<file path="src/shared/qhc_pkg.sv">
package qhc_pkg;

  // register byte addresses
  localparam logic [7:0] QHC_ADDR_FUNC     = 8'h00;
  localparam logic [7:0] QHC_ADDR_MODE     = 8'h04;
  localparam logic [7:0] QHC_ADDR_COUNT1   = 8'h08;
  localparam logic [7:0] QHC_ADDR_COUNT2   = 8'h0c;
  localparam logic [7:0] QHC_ADDR_TARGET1  = 8'h10;
  localparam logic [7:0] QHC_ADDR_TARGET2  = 8'h14;
  localparam logic [7:0] QHC_ADDR_STATUS   = 8'h18;
  localparam logic [7:0] QHC_ADDR_INPUTS   = 8'h1c;

  // function register layout
  localparam int QHC_FUNC_CNT_LSB  = 0;
  localparam int QHC_FUNC_PME_LSB  = 2;
  localparam int QHC_FUNC_INT_LSB  = 6;
  localparam int QHC_FUNC_W        = 10;

  // status register layout
  localparam int QHC_STAT_HIT_LSB  = 0;
  localparam int QHC_STAT_EVT_LSB  = 2;

  // input map: channel n uses inputs 3+2n (phase a) and 4+2n (phase b), numbered from 1
  localparam int QHC_FIRST_SPECIAL = 2;

  // reset values and accumulator compare values
  localparam logic [31:0] QHC_COUNT_RST  = 32'h0000_0000;
  localparam logic [31:0] QHC_TARGET_RST = 32'h0000_0000;
  localparam logic [2:0]  QHC_ACC_ZERO   = 3'h0;
  localparam logic [2:0]  QHC_ACC_UP     = 3'h3;
  localparam logic [2:0]  QHC_ACC_DOWN   = 3'h5;

  // decode modes, one bit per channel
  typedef enum logic {
    QHC_SIMPLE   = 1'b0,
    QHC_ENHANCED = 1'b1
  } qhc_mode_e;

endpackage

</file>
<file path="src/design/qhc_counter.sv">
// Design decisions made here: the plain strobed port and the placing of the registers.
`timescale 1ns/1ps
// Overview of operation
// [RULE1] - channel 1 counts on inputs 3/4, channel 2 on inputs 5/6 as phases a/b.
// [RULE2] - each channel counts reliably for pulse rates up to 10 kHz.
// [RULE3] - the encoder drives two trains a quarter period apart; lead sets direction.
// [RULE4] - phase a leading phase b increments the count once per pulse.
// [RULE5] - phase a lagging phase b decrements the count once per pulse.
// [RULE6] - with phase b low, phase a pulses increment the count.
// [RULE7] - with phase a low, phase b pulses decrement the count.
// [RULE8] - count reaching the programmed target raises an event to software.
// [RULE9] - after a match, a new target may be loaded to fire again.
// [RULE10] - enabling a counter also enables pulse measurement on its two inputs.
// [RULE11] - other special functions sharing an input are mutually exclusive.
// [RULE12] - inputs with no special function read as plain on/off inputs.
// [RULE13] - simple mode does not suppress jitter counts; single phase counting works.
// [RULE14] - enhanced mode checks both phases and blocks jitter counts.
// [RULE15] - mode bit 0 selects channel 1, bit 1 channel 2; 1 means enhanced.
// [RULE16] - default resolution changes the count by one per full quadrature cycle.
// [RULE17] - phase inputs pass two flip-flops before any edge or direction logic.
// [RULE18] - each count is a 32-bit signed register, wrapping, cleared by reset.
module qhc_counter
  import qhc_pkg::*;
#(
  parameter int NUM_IN = 8
) (
  input  wire logic              i_ref_clk,
  input  wire logic              i_rst_n,
  input  wire logic [NUM_IN-1:0] i_din,
  input  wire logic [7:0]        i_addr,
  input  wire logic [31:0]       i_wdata,
  input  wire logic              i_wr,
  input  wire logic              i_rd,
  output logic      [31:0]       o_rdata,
  output logic      [1:0]        o_target_hit,
  output logic      [3:0]        o_pulse_measure_enable,
  output logic      [3:0]        o_input_event,
  output logic      [NUM_IN-1:0] o_plain_in
);

  ////////////////////////////////////////////////////////////////////////////
  typedef struct packed {
    logic [NUM_IN-1:0]     sync1;
    logic [NUM_IN-1:0]     sync2;
    logic [NUM_IN-1:0]     prev;
    logic [QHC_FUNC_W-1:0] func;
    logic [1:0]            mode;
    logic [1:0][31:0]      count;
    logic [1:0][2:0]       accum;
    logic [1:0][31:0]      target;
    logic [1:0]            armed;
    logic [1:0]            hit;
    logic [3:0]            evt;
    logic [3:0]            pme;
    logic [NUM_IN-1:0]     plain;
    logic [31:0]           rdata;
  } qhc_state_s;

  qhc_state_s st;
  qhc_state_s next_st;

  // quarter-step of the gray sequence 00->10->11->01 (a leads): +1, reverse: -1
  function automatic logic [1:0] qhc_step(input logic [1:0] was, input logic [1:0] now);
    logic [1:0] r;
    r = 2'b00;
    unique case ({was, now})
      4'b0010, 4'b1011, 4'b1101, 4'b0100: r = 2'b01;
      4'b1000, 4'b1110, 4'b0111, 4'b0001: r = 2'b11;
      default:                            r = 2'b00;
    endcase
    return r;
  endfunction

  ////////////////////////////////////////////////////////////////////////////
  logic [1:0]        cnt_en;
  logic [3:0]        busy;
  logic [NUM_IN-1:0] special;
  logic              a_now;
  logic              b_now;
  logic              a_was;
  logic              b_was;
  logic [1:0]        step;
  logic [31:0]       status;

  always_comb begin
    next_st = st;
    a_now   = 1'b0;
    b_now   = 1'b0;
    a_was   = 1'b0;
    b_was   = 1'b0;
    step    = 2'b00;
    cnt_en  = st.func[QHC_FUNC_CNT_LSB +: 2];
    // only sync2 and later are looked at by decode logic
    next_st.sync1 = i_din;                                              // [RULE17]
    next_st.sync2 = st.sync1;                                           // [RULE17]
    next_st.prev  = st.sync2;

    // counter pairs force pulse measurement; otherwise software picks it
    for (int i = 0; i < 4; i++) begin
      next_st.pme[i] = cnt_en[i/2] | st.func[QHC_FUNC_PME_LSB + i];     // [RULE10]
    end
    // input event function yields to whatever else owns the input
    busy = next_st.pme;                                                 // [RULE11]

    special = '0;
    for (int i = 0; i < 4; i++) begin
      special[QHC_FIRST_SPECIAL + i] = busy[i] | st.func[QHC_FUNC_INT_LSB + i];
    end
    next_st.plain = st.sync2 & ~special;                                // [RULE12]

    for (int i = 0; i < 4; i++) begin
      if (st.func[QHC_FUNC_INT_LSB + i] && !busy[i] &&
          st.sync2[QHC_FIRST_SPECIAL + i] && !st.prev[QHC_FIRST_SPECIAL + i]) begin
        next_st.evt[i] = 1'b1;                                          // [RULE11]
      end
    end

    for (int c = 0; c < 2; c++) begin
      a_now = st.sync2[QHC_FIRST_SPECIAL + 2*c];                        // [RULE1]
      b_now = st.sync2[QHC_FIRST_SPECIAL + 2*c + 1];                    // [RULE1]
      a_was = st.prev[QHC_FIRST_SPECIAL + 2*c];
      b_was = st.prev[QHC_FIRST_SPECIAL + 2*c + 1];
      // every edge is seen at 25 MHz sampling, far above a 10 kHz input
      if (cnt_en[c]) begin                                              // [RULE2]
        if (st.mode[c] == QHC_SIMPLE) begin                             // [RULE15]
          next_st.accum[c] = QHC_ACC_ZERO;
          // one count per a rising edge with b low or b rising edge with a low, no jitter lock-out
          if (a_now && !a_was && !b_now) begin                          // [RULE13]
            next_st.count[c] = st.count[c] + 32'h0000_0001;             // [RULE4] [RULE6]
          end else if (b_now && !b_was && !a_now) begin                 // [RULE13]
            next_st.count[c] = st.count[c] - 32'h0000_0001;             // [RULE5] [RULE7]
          end
        end else begin
          // quarter steps accumulate; jitter back and forth cancels out
          step = qhc_step({a_was, b_was}, {a_now, b_now});              // [RULE14]
          if (step == 2'b01) begin
            if (st.accum[c] == QHC_ACC_UP) begin
              next_st.accum[c] = QHC_ACC_ZERO;
              next_st.count[c] = st.count[c] + 32'h0000_0001;           // [RULE4] [RULE16]
            end else begin
              next_st.accum[c] = st.accum[c] + 3'h1;
            end
          end else if (step == 2'b11) begin
            if (st.accum[c] == QHC_ACC_DOWN) begin
              next_st.accum[c] = QHC_ACC_ZERO;
              next_st.count[c] = st.count[c] - 32'h0000_0001;           // [RULE5] [RULE16]
            end else begin
              next_st.accum[c] = st.accum[c] - 3'h1;
            end
          end
        end
      end else begin
        next_st.accum[c] = QHC_ACC_ZERO;
      end

      // one event per armed target; reloading the target re-arms
      if (st.armed[c] && st.count[c] == st.target[c]) begin
        next_st.hit[c]   = 1'b1;                                        // [RULE8]
        next_st.armed[c] = 1'b0;                                        // [RULE9]
      end
    end

    status = '0;
    status[QHC_STAT_HIT_LSB +: 2] = st.hit;
    status[QHC_STAT_EVT_LSB +: 4] = st.evt;

    ////////////////////////////////////////////////////////////////////////
    if (i_wr) begin
      unique case (i_addr)
        QHC_ADDR_FUNC:    next_st.func = i_wdata[QHC_FUNC_W-1:0];
        QHC_ADDR_MODE:    next_st.mode = i_wdata[1:0];                  // [RULE15]
        QHC_ADDR_COUNT1:  next_st.count[0] = i_wdata;
        QHC_ADDR_COUNT2:  next_st.count[1] = i_wdata;
        QHC_ADDR_TARGET1: begin
          next_st.target[0] = i_wdata;                                  // [RULE9]
          next_st.armed[0]  = 1'b1;
        end
        QHC_ADDR_TARGET2: begin
          next_st.target[1] = i_wdata;                                  // [RULE9]
          next_st.armed[1]  = 1'b1;
        end
        // write one to clear; a flag set in this same cycle survives
        QHC_ADDR_STATUS: begin
          next_st.hit = (st.hit & ~i_wdata[QHC_STAT_HIT_LSB +: 2]) | (next_st.hit & ~st.hit);
          next_st.evt = (st.evt & ~i_wdata[QHC_STAT_EVT_LSB +: 4]) | (next_st.evt & ~st.evt);
        end
        default: ;
      endcase
    end

    next_st.rdata = 32'h0000_0000;
    if (i_rd) begin
      unique case (i_addr)
        QHC_ADDR_FUNC:    next_st.rdata = {{(32-QHC_FUNC_W){1'b0}}, st.func};
        QHC_ADDR_MODE:    next_st.rdata = {30'h0000_0000, st.mode};
        QHC_ADDR_COUNT1:  next_st.rdata = st.count[0];
        QHC_ADDR_COUNT2:  next_st.rdata = st.count[1];
        QHC_ADDR_TARGET1: next_st.rdata = st.target[0];
        QHC_ADDR_TARGET2: next_st.rdata = st.target[1];
        QHC_ADDR_STATUS:  next_st.rdata = status;
        QHC_ADDR_INPUTS:  next_st.rdata = {{(32-NUM_IN){1'b0}}, st.sync2};
        default:          next_st.rdata = 32'h0000_0000;
      endcase
    end
  end

  ////////////////////////////////////////////////////////////////////////////
  always_ff @(posedge i_ref_clk) begin
    if (!i_rst_n) begin
      st <= '0;
      st.count[0]  <= QHC_COUNT_RST;                                    // [RULE18]
      st.count[1]  <= QHC_COUNT_RST;                                    // [RULE18]
      st.target[0] <= QHC_TARGET_RST;
      st.target[1] <= QHC_TARGET_RST;
    end else begin
      st <= next_st;
    end
  end

  assign o_rdata                = st.rdata;
  assign o_target_hit           = st.hit;
  assign o_pulse_measure_enable = st.pme;
  assign o_input_event          = st.evt;
  assign o_plain_in             = st.plain;

endmodule

</file>
<file path="config.mk">
export PLATFORM = sky130hd
export DESIGN_NAME = qhc_counter
export DESIGN_NICKNAME = d
export VERILOG_FILES = /design/src/shared/qhc_pkg.sv /design/src/design/qhc_counter.sv
export SDC_FILE = /design/constraint.sdc
export NUM_CORES = 1
export LEC_CHECK = 0
export ABC_AREA = 0
export BUFFER_PORTS_ARGS = -buffer_cell sky130_fd_sc_hd__clkbuf_2
export CORE_ASPECT_RATIO = 1.25
export CORE_MARGIN = 4
export CORE_UTILIZATION = 45
export CTS_CLUSTER_DIAMETER = 30
export DETAILED_ROUTE_END_ITERATION = 12
export GPL_ROUTABILITY_DRIVEN = 0
export GPL_TIMING_DRIVEN = 0
export PLACE_DENSITY_LB_ADDON = 0.2
export REMOVE_ABC_BUFFERS = 1
export SKIP_CTS_REPAIR_TIMING = 1
export SKIP_LAST_GASP = 1
export SYNTH_ARGS = -nofsm -noshare
export SYNTH_HDL_FRONTEND = slang
export SYNTH_SLANG_ARGS = --single-unit
</file>
<file path="constraint.sdc">
create_clock -name i_ref_clk -period 2.5 [get_ports i_ref_clk]
set_input_delay 0.25 -clock i_ref_clk [delete_from_list [all_inputs] [get_ports i_ref_clk]]
set_output_delay 0.25 -clock i_ref_clk [all_outputs]
set_load 0.02 [all_outputs]
</file>
* Word level (Yosys, flattened, before mapping)
Memories as Yosys holds them, arrays and structs flattened. A register that Yosys moved wholly into a read port is not among the register bits. Cells that the tools add are included.
Storage, ports and cells: flip-flop bits (word level) 220, bits in read-only memories 64, input bits 52, output and inout bits 50, word-level logic and storage cells 154, memories 2
Cells by class: $add $sub $neg 8, equal/unequal tests 17, multiplexer cells 46, bitwise logic cells 20, reductions and logical operators 44
Memory list:
- (no name shown) | depth 16, width 2, read ports 1, clocked after memory_dff 1, write ports 0, line qhc_counter.sv:66 | unique case ({was, now})
- (no name shown) | depth 16, width 2, read ports 1, clocked after memory_dff 1, write ports 0, line qhc_counter.sv:66
Operator list (number):
- $mux 32 | 18
- $pmux 32 s8 | 1
- $add 32x1->32 const B | 2
- $eq 32x32->1 | 2
- $mux 64 | 1
- $sub 32x1->32 const B | 2
- $eq 8x5->1 const B | 4
- $mux 3 | 8
- $logic_and 1x1->1 | 22
- $eq 8x4->1 const B | 2
- $logic_not 1->1 | 12
- $mux 1 | 10
- $reduce_and 2->1 | 5
- $and 4x4->4 | 2
- $and 8x8->8 | 1
- $eq 8x3->1 const B | 1
- $logic_not 8->1 | 1
- $mux 2 | 4
- $mux 4 | 2
- $mux 8 | 1
- $not 4->4 | 2
- $not 6->8 | 1
- $or 1x1->1 | 8
- $add 3x1->3 const B | 2
- other kinds (12) | 21

* Longest topological paths before layout
depth in word-level cells 10, depth in mapped cells 11, depth with buffers taken out 9

* Worst setup path after synthesis
No wires, ideal clock.
path type register to register, from register st[154] in the netlist's numbering, to register st[184] in the netlist's numbering, library setup time 0.123 ns, arrival 2.468 ns, data required time 2.377 ns, path slack -0.091 ns, stages on the path, launching flop included 11, buffers on the path 1, clock period less this slack 2.591 ns, cell sequence dfxtp_1 > clkbuf_1 > inv_1 > ha_1 > or3b_2 > nor4_1 > nand2_1 > o41ai_1 > o2111ai_1 > nand2_1 > o22ai_1
On the way: cells in the longest elaborated chain, start to end 8, elaborated cells on any way between the ends 12, classes of those cells add/sub: 2; mux: 10
Ends and longest elaborated chain:
- from (decl) | line qhc_counter.sv:59 | qhc_state_s st;
- from (signal assigned) | line qhc_counter.sv:216 | st <= next_st;
- $sub 32x1->32 | line qhc_counter.sv:131, qhc_counter.sv:146
- $mux 32 | line qhc_counter.sv:144 | if (st.accum[c] == QHC_ACC_DOWN) begin
- $mux 32 | line qhc_counter.sv:143 | end else if (step == 2'b11) begin
- $mux 32 | line qhc_counter.sv:136 | if (step == 2'b01) begin
- $mux 32 * | line qhc_counter.sv:125 | if (st.mode[c] == QHC_SIMPLE) begin
- $mux 32 * | line qhc_counter.sv:124 | if (cnt_en[c]) begin
- $mux 32 | line qhc_counter.sv:169 | unique case (i_addr)
- $mux 64 * | line qhc_counter.sv:168 | if (i_wr) begin
Every way passes the cells marked *; elsewhere a longest branch is shown, timed or not. A chain may end at the register's enable or synchronous reset.

* Final worst setup path
from register st[136] in the netlist's numbering, to register st[145] in the netlist's numbering
The elaborated chain is that of the path after synthesis.

==> qor.yml <==
global_routing:
  grt_antenna_before_repair: 0
  grt_pass1_vias: 12700
  grt_max_degree: 85
  use_met1_pct: 33.8
  busiest_layer: "met2"
  grt.overflow.total: 0
  track_usage_pct: 28.0
  use_met3_pct: 4.60
  grt_pass1_wl_mm: 71.4
  grt_use_met2_pct: 48.2
worst_setup_path:
  r2r-start: "st[136]$_SDFF_PN0_"
  critPathLaunchType: "flop"
  worstPathCellList: "or3_2, or4_4, or4_4, nor4_4, a21oi_1, o32a_1, a21oi_2"
  crit_path_end_kind: "flop"
  cp_common_cell: "or4_4"
  worst-endpoint-required_ns: 2.97
  path_delay_family: "simple AND/OR/NAND/NOR gates"
  reg2reg_slack_ns: -0.15
  worstSetupPathType: "flop to flop"
  path_buf_inv: 0
  arrival_ns: 3.13
  crit_end: "st[145]$_SDFF_PN0_"
  crit_start: "st[136]$_SDFF_PN0_"
  max_stage_delay_ns: 0.56
  path_depth: 7
  rr_worst_depth: 7
  slowest_stage: "or4_4"
  r2r-end: "st[145]$_SDFF_PN0_"
  crit_fanout: 9
synth:
  synth_mux_area_share_pct: 0.580
  synth_top_area_share_pct: 33.8
  synth_fa_ha_area_share_pct: 1.71
  synth-edff-count: 0
  synth_top_family_by_area: "simple AND/OR/NAND/NOR gates"
  synth_area_per_cell_sq_um: 7.65
  ys_seq_area_share_pct: 33.8
  netlist_area_sq_um: 13200
  synthSimpleGateAreaFrac_pct: 24.7
  synth-seq-cells: 222
  synth_area_leaders: "dfxtp_1 (34%), nand2_1 (7.0%), a21oi_1 (6.4%)"
  synth_cell_types: 79
  yosysTopAreaCell: "dfxtp_1"
  ys.flop_type: "dfxtp_1"
  synth_xor_area_share_pct: 7.19
  yosys_warnings: 0
  netlist_instances: 1720
  synth-async-reset-ratio_pct: 0
  synth-compound-area-share_pct: 22.9
sta:
  finClkSkew_ns: 0.0221
  max_freq_mhz: 377
  finalHoldViolCount: 0
  slew_violations: 0
  maxSlewHeadroom_pct: 15.1
  fin_crit_sh_pct: 106
  fin_crit_ns: 2.65
  rsz0062_at_grt: "yes"
  postLayoutSetupSlackWorst_ns: -0.154
  tightestPinTransition_ns: 1.27
  setup_viol: 6
route:
  wirelength_mm: 47.2
  viasPerCell: 6.27
  drtPass1Iterations: 6
  route.detailed.drc: 0
  ant_nets: 0
  wl_per_cell_microns: 22.0
  num_vias: 13400
  drtIter0Drc: 1182
pwr:
  pwr-share-seq_pct: 35.3
  p_per_area_nw_per_um2: 651
  switching_power_w: 0.00255
  switching_share_pct: 24.9
  p_comb_share_pct: 4.6
  internal_power_w: 0.00767
  p_leak_nw: 5.61
  irDropWorstVdd_mv: 0.432
  clkPwrFrac_pct: 60.1
cells_and_area:
  final_common_cell: "nand2_1"
  layout.nets: 1786
  layout_common_cells: "nand2_1 (238), dfxtp_1 (191), a21oi_1 (162), clkbuf_2 (100), nor2_1 (87)"
  area_growth_pct: 19.4
  regArea_sq_um: 4500
  fillers: 2728
  diodes: 0
  drive_gt1_share_pct: 20.6
  fin_area_sq_um: 15700
  multiInputGateArea_sq_um: 8020
status:
  violations: "setup timing"
  status: "finished, violations left"
placed_design:
  post-dp-hpwl_mm: 32.7
  place_area_sq_um: 13300
  post-place-ws_ns: -0.932
  port_buffers: 101
clock_network:
  cts_tree: "done"
  clk_latency_ns: 0.55
  path_clk_slew_ns: 0.05
  numCtsBuffers: 46
  htree_levels: 2
  cts_sinks: 222
  cts-root-buf: "clkbuf_16"
  cts.path.max_buffers: 3
die:
  core-area_sq_um: 28700
  die_x_microns: 161
  die_h_microns: 199
  rows: 69
  floorplan.io_pins: 102
  die-area_sq_um: 32100
  initial_core_util_pct: 45.9
worst_hold_path:
  hp-class: "input pin to flop"
flow_run:
  maxCapViolations: 0
[worst min-delay path, stage by stage]
cell and delay (ns):
clkbuf_2 0.14, nand2_1 0.07, a21oi_1 0.05
[worst min-delay path by stage]
stage | to | start | cells after the start | slack [ns]
6_report | st[98]$_SDFFE_PN0P_ | i_wdata[14] | 3 | 0.01
5_1_grt | st[63]$_SDFFE_PN0P_ | i_wdata[11] | 3 | 0.01
4_1_cts | next_st[208]$_SDFF_PN0_ | i_din[2] | 2 | -0.11
3_5_place_dp | next_st[204]$_SDFF_PN0_ | next_st[212]$_SDFF_PN0_ | 1 | 0.42
3_3_place_gp | next_st[204]$_SDFF_PN0_ | next_st[212]$_SDFF_PN0_ | 1 | 0.41
2_1_floorplan | o_input_event[3]$_SDFF_PN0_ | i_wdata[5] | 1 | 0.35
[cell families (layout without fill, tap and decap cells)]
| family | count (synthesis) | in the layout |
|---|---|---|
| flops | 222 | 222 |
| fa+ha+maj | 18 | 18 |
| xor+xnor | 108 | 108 |
| compound gates | 477 | 477 |
| buf+inv | 242 | 274 |
| mux | 7 | 7 |
| simple gates | 646 | 647 |
[cell usage after synthesis (5+ instances only)]
library cell and number:
clkbuf_1 134, o31ai_1 9, nor3_1 55, inv_1 37, or3_1 11, a311oi_1 5, o21ai_0 80, nand2b_1 10
xor2_1 27, o311ai_0 5, o211ai_1 9, a31oi_1 26, dfxtp_1 222, nor4_1 38, mux2_2 5, nand4_1 36
a21o_1 5, nor2_1 90, a21oi_1 169, o22ai_1 11, nand3_1 47, o32a_1 5, and2_1 30, and3_1 8
clkbuf_8 7, nor3b_1 11, or4_1 14, xnor2_1 81, nor2b_1 5, a22oi_1 81, nor4b_1 5, ha_1 18
a211oi_1 21, or2_2 6, a41oi_1 8, and4_1 7, buf_4 53, nand2_1 244
[sequential cells by signal (all words and copies together) (netlist names), named ones only]
| name | flops |
|---|---|
| st | 150 |
| o_rdata | 32 |
| next_st | 14 |
| o_plain_in | 6 |
| o_input_event | 4 |
| o_pulse_measure_enable | 4 |
| cnt_en | 2 |
| o_target_hit | 2 |
| a_now | 1 |
| a_was | 1 |
| b_now | 1 |
| b_was | 1 |
[layout make-up]
cell class | count | share of cell area, %
Sequential cell | 222 | 28.7
Clock buffer | 53 | 7.89
Timing Repair Buffer | 151 | 6.22
Inverter | 38 | 0.924
Clock inverter | 32 | 2.14
Multi-Input combinational cell | 1257 | 51.1
Tap cell | 390 | 3.11
[metal layers]
metal / wire [microns] / part of all wire (%)
met5: 0 / 0
met1: 17600 / 37
met3: 4140 / 8.8
met4: 2700 / 5.7
met2: 22700 / 48
[power by group through the flow]
stage / combinational, W / sequential, W / clock [W]
after floorplan: 0.000204 / 0.00368 / 0
after global placement: 0.000397 / 0.00368 / 0
after detailed placement: 0.000410 / 0.00369 / 0
after CTS: 0.000412 / 0.00361 / 0.00622
after global routing: 0.000502 / 0.00361 / 0.00640
final: 0.000467 / 0.00361 / 0.00614
[metrics by stage]
stage / setup TNS [ns] / cells / power, W / utilization (%) / hold WS (ns)
finish: -0.394 / 2143 / 0.0102 / 54.8 / 0.0121
floorplan: -247.72 / 1516 / 0.00388 / - / 0.350
global placement: -754.70 / 2007 / 0.00408 / 45.7 / 0.414
global route: -1.33 / 2143 / 0.0105 / 54.8 / 0.0132
detailed placement: -94.79 / 2022 / 0.00410 / 46.5 / 0.419
CTS: -32.04 / 2107 / 0.0102 / 52.0 / -0.113
Power figures use the tool's default switching activity.
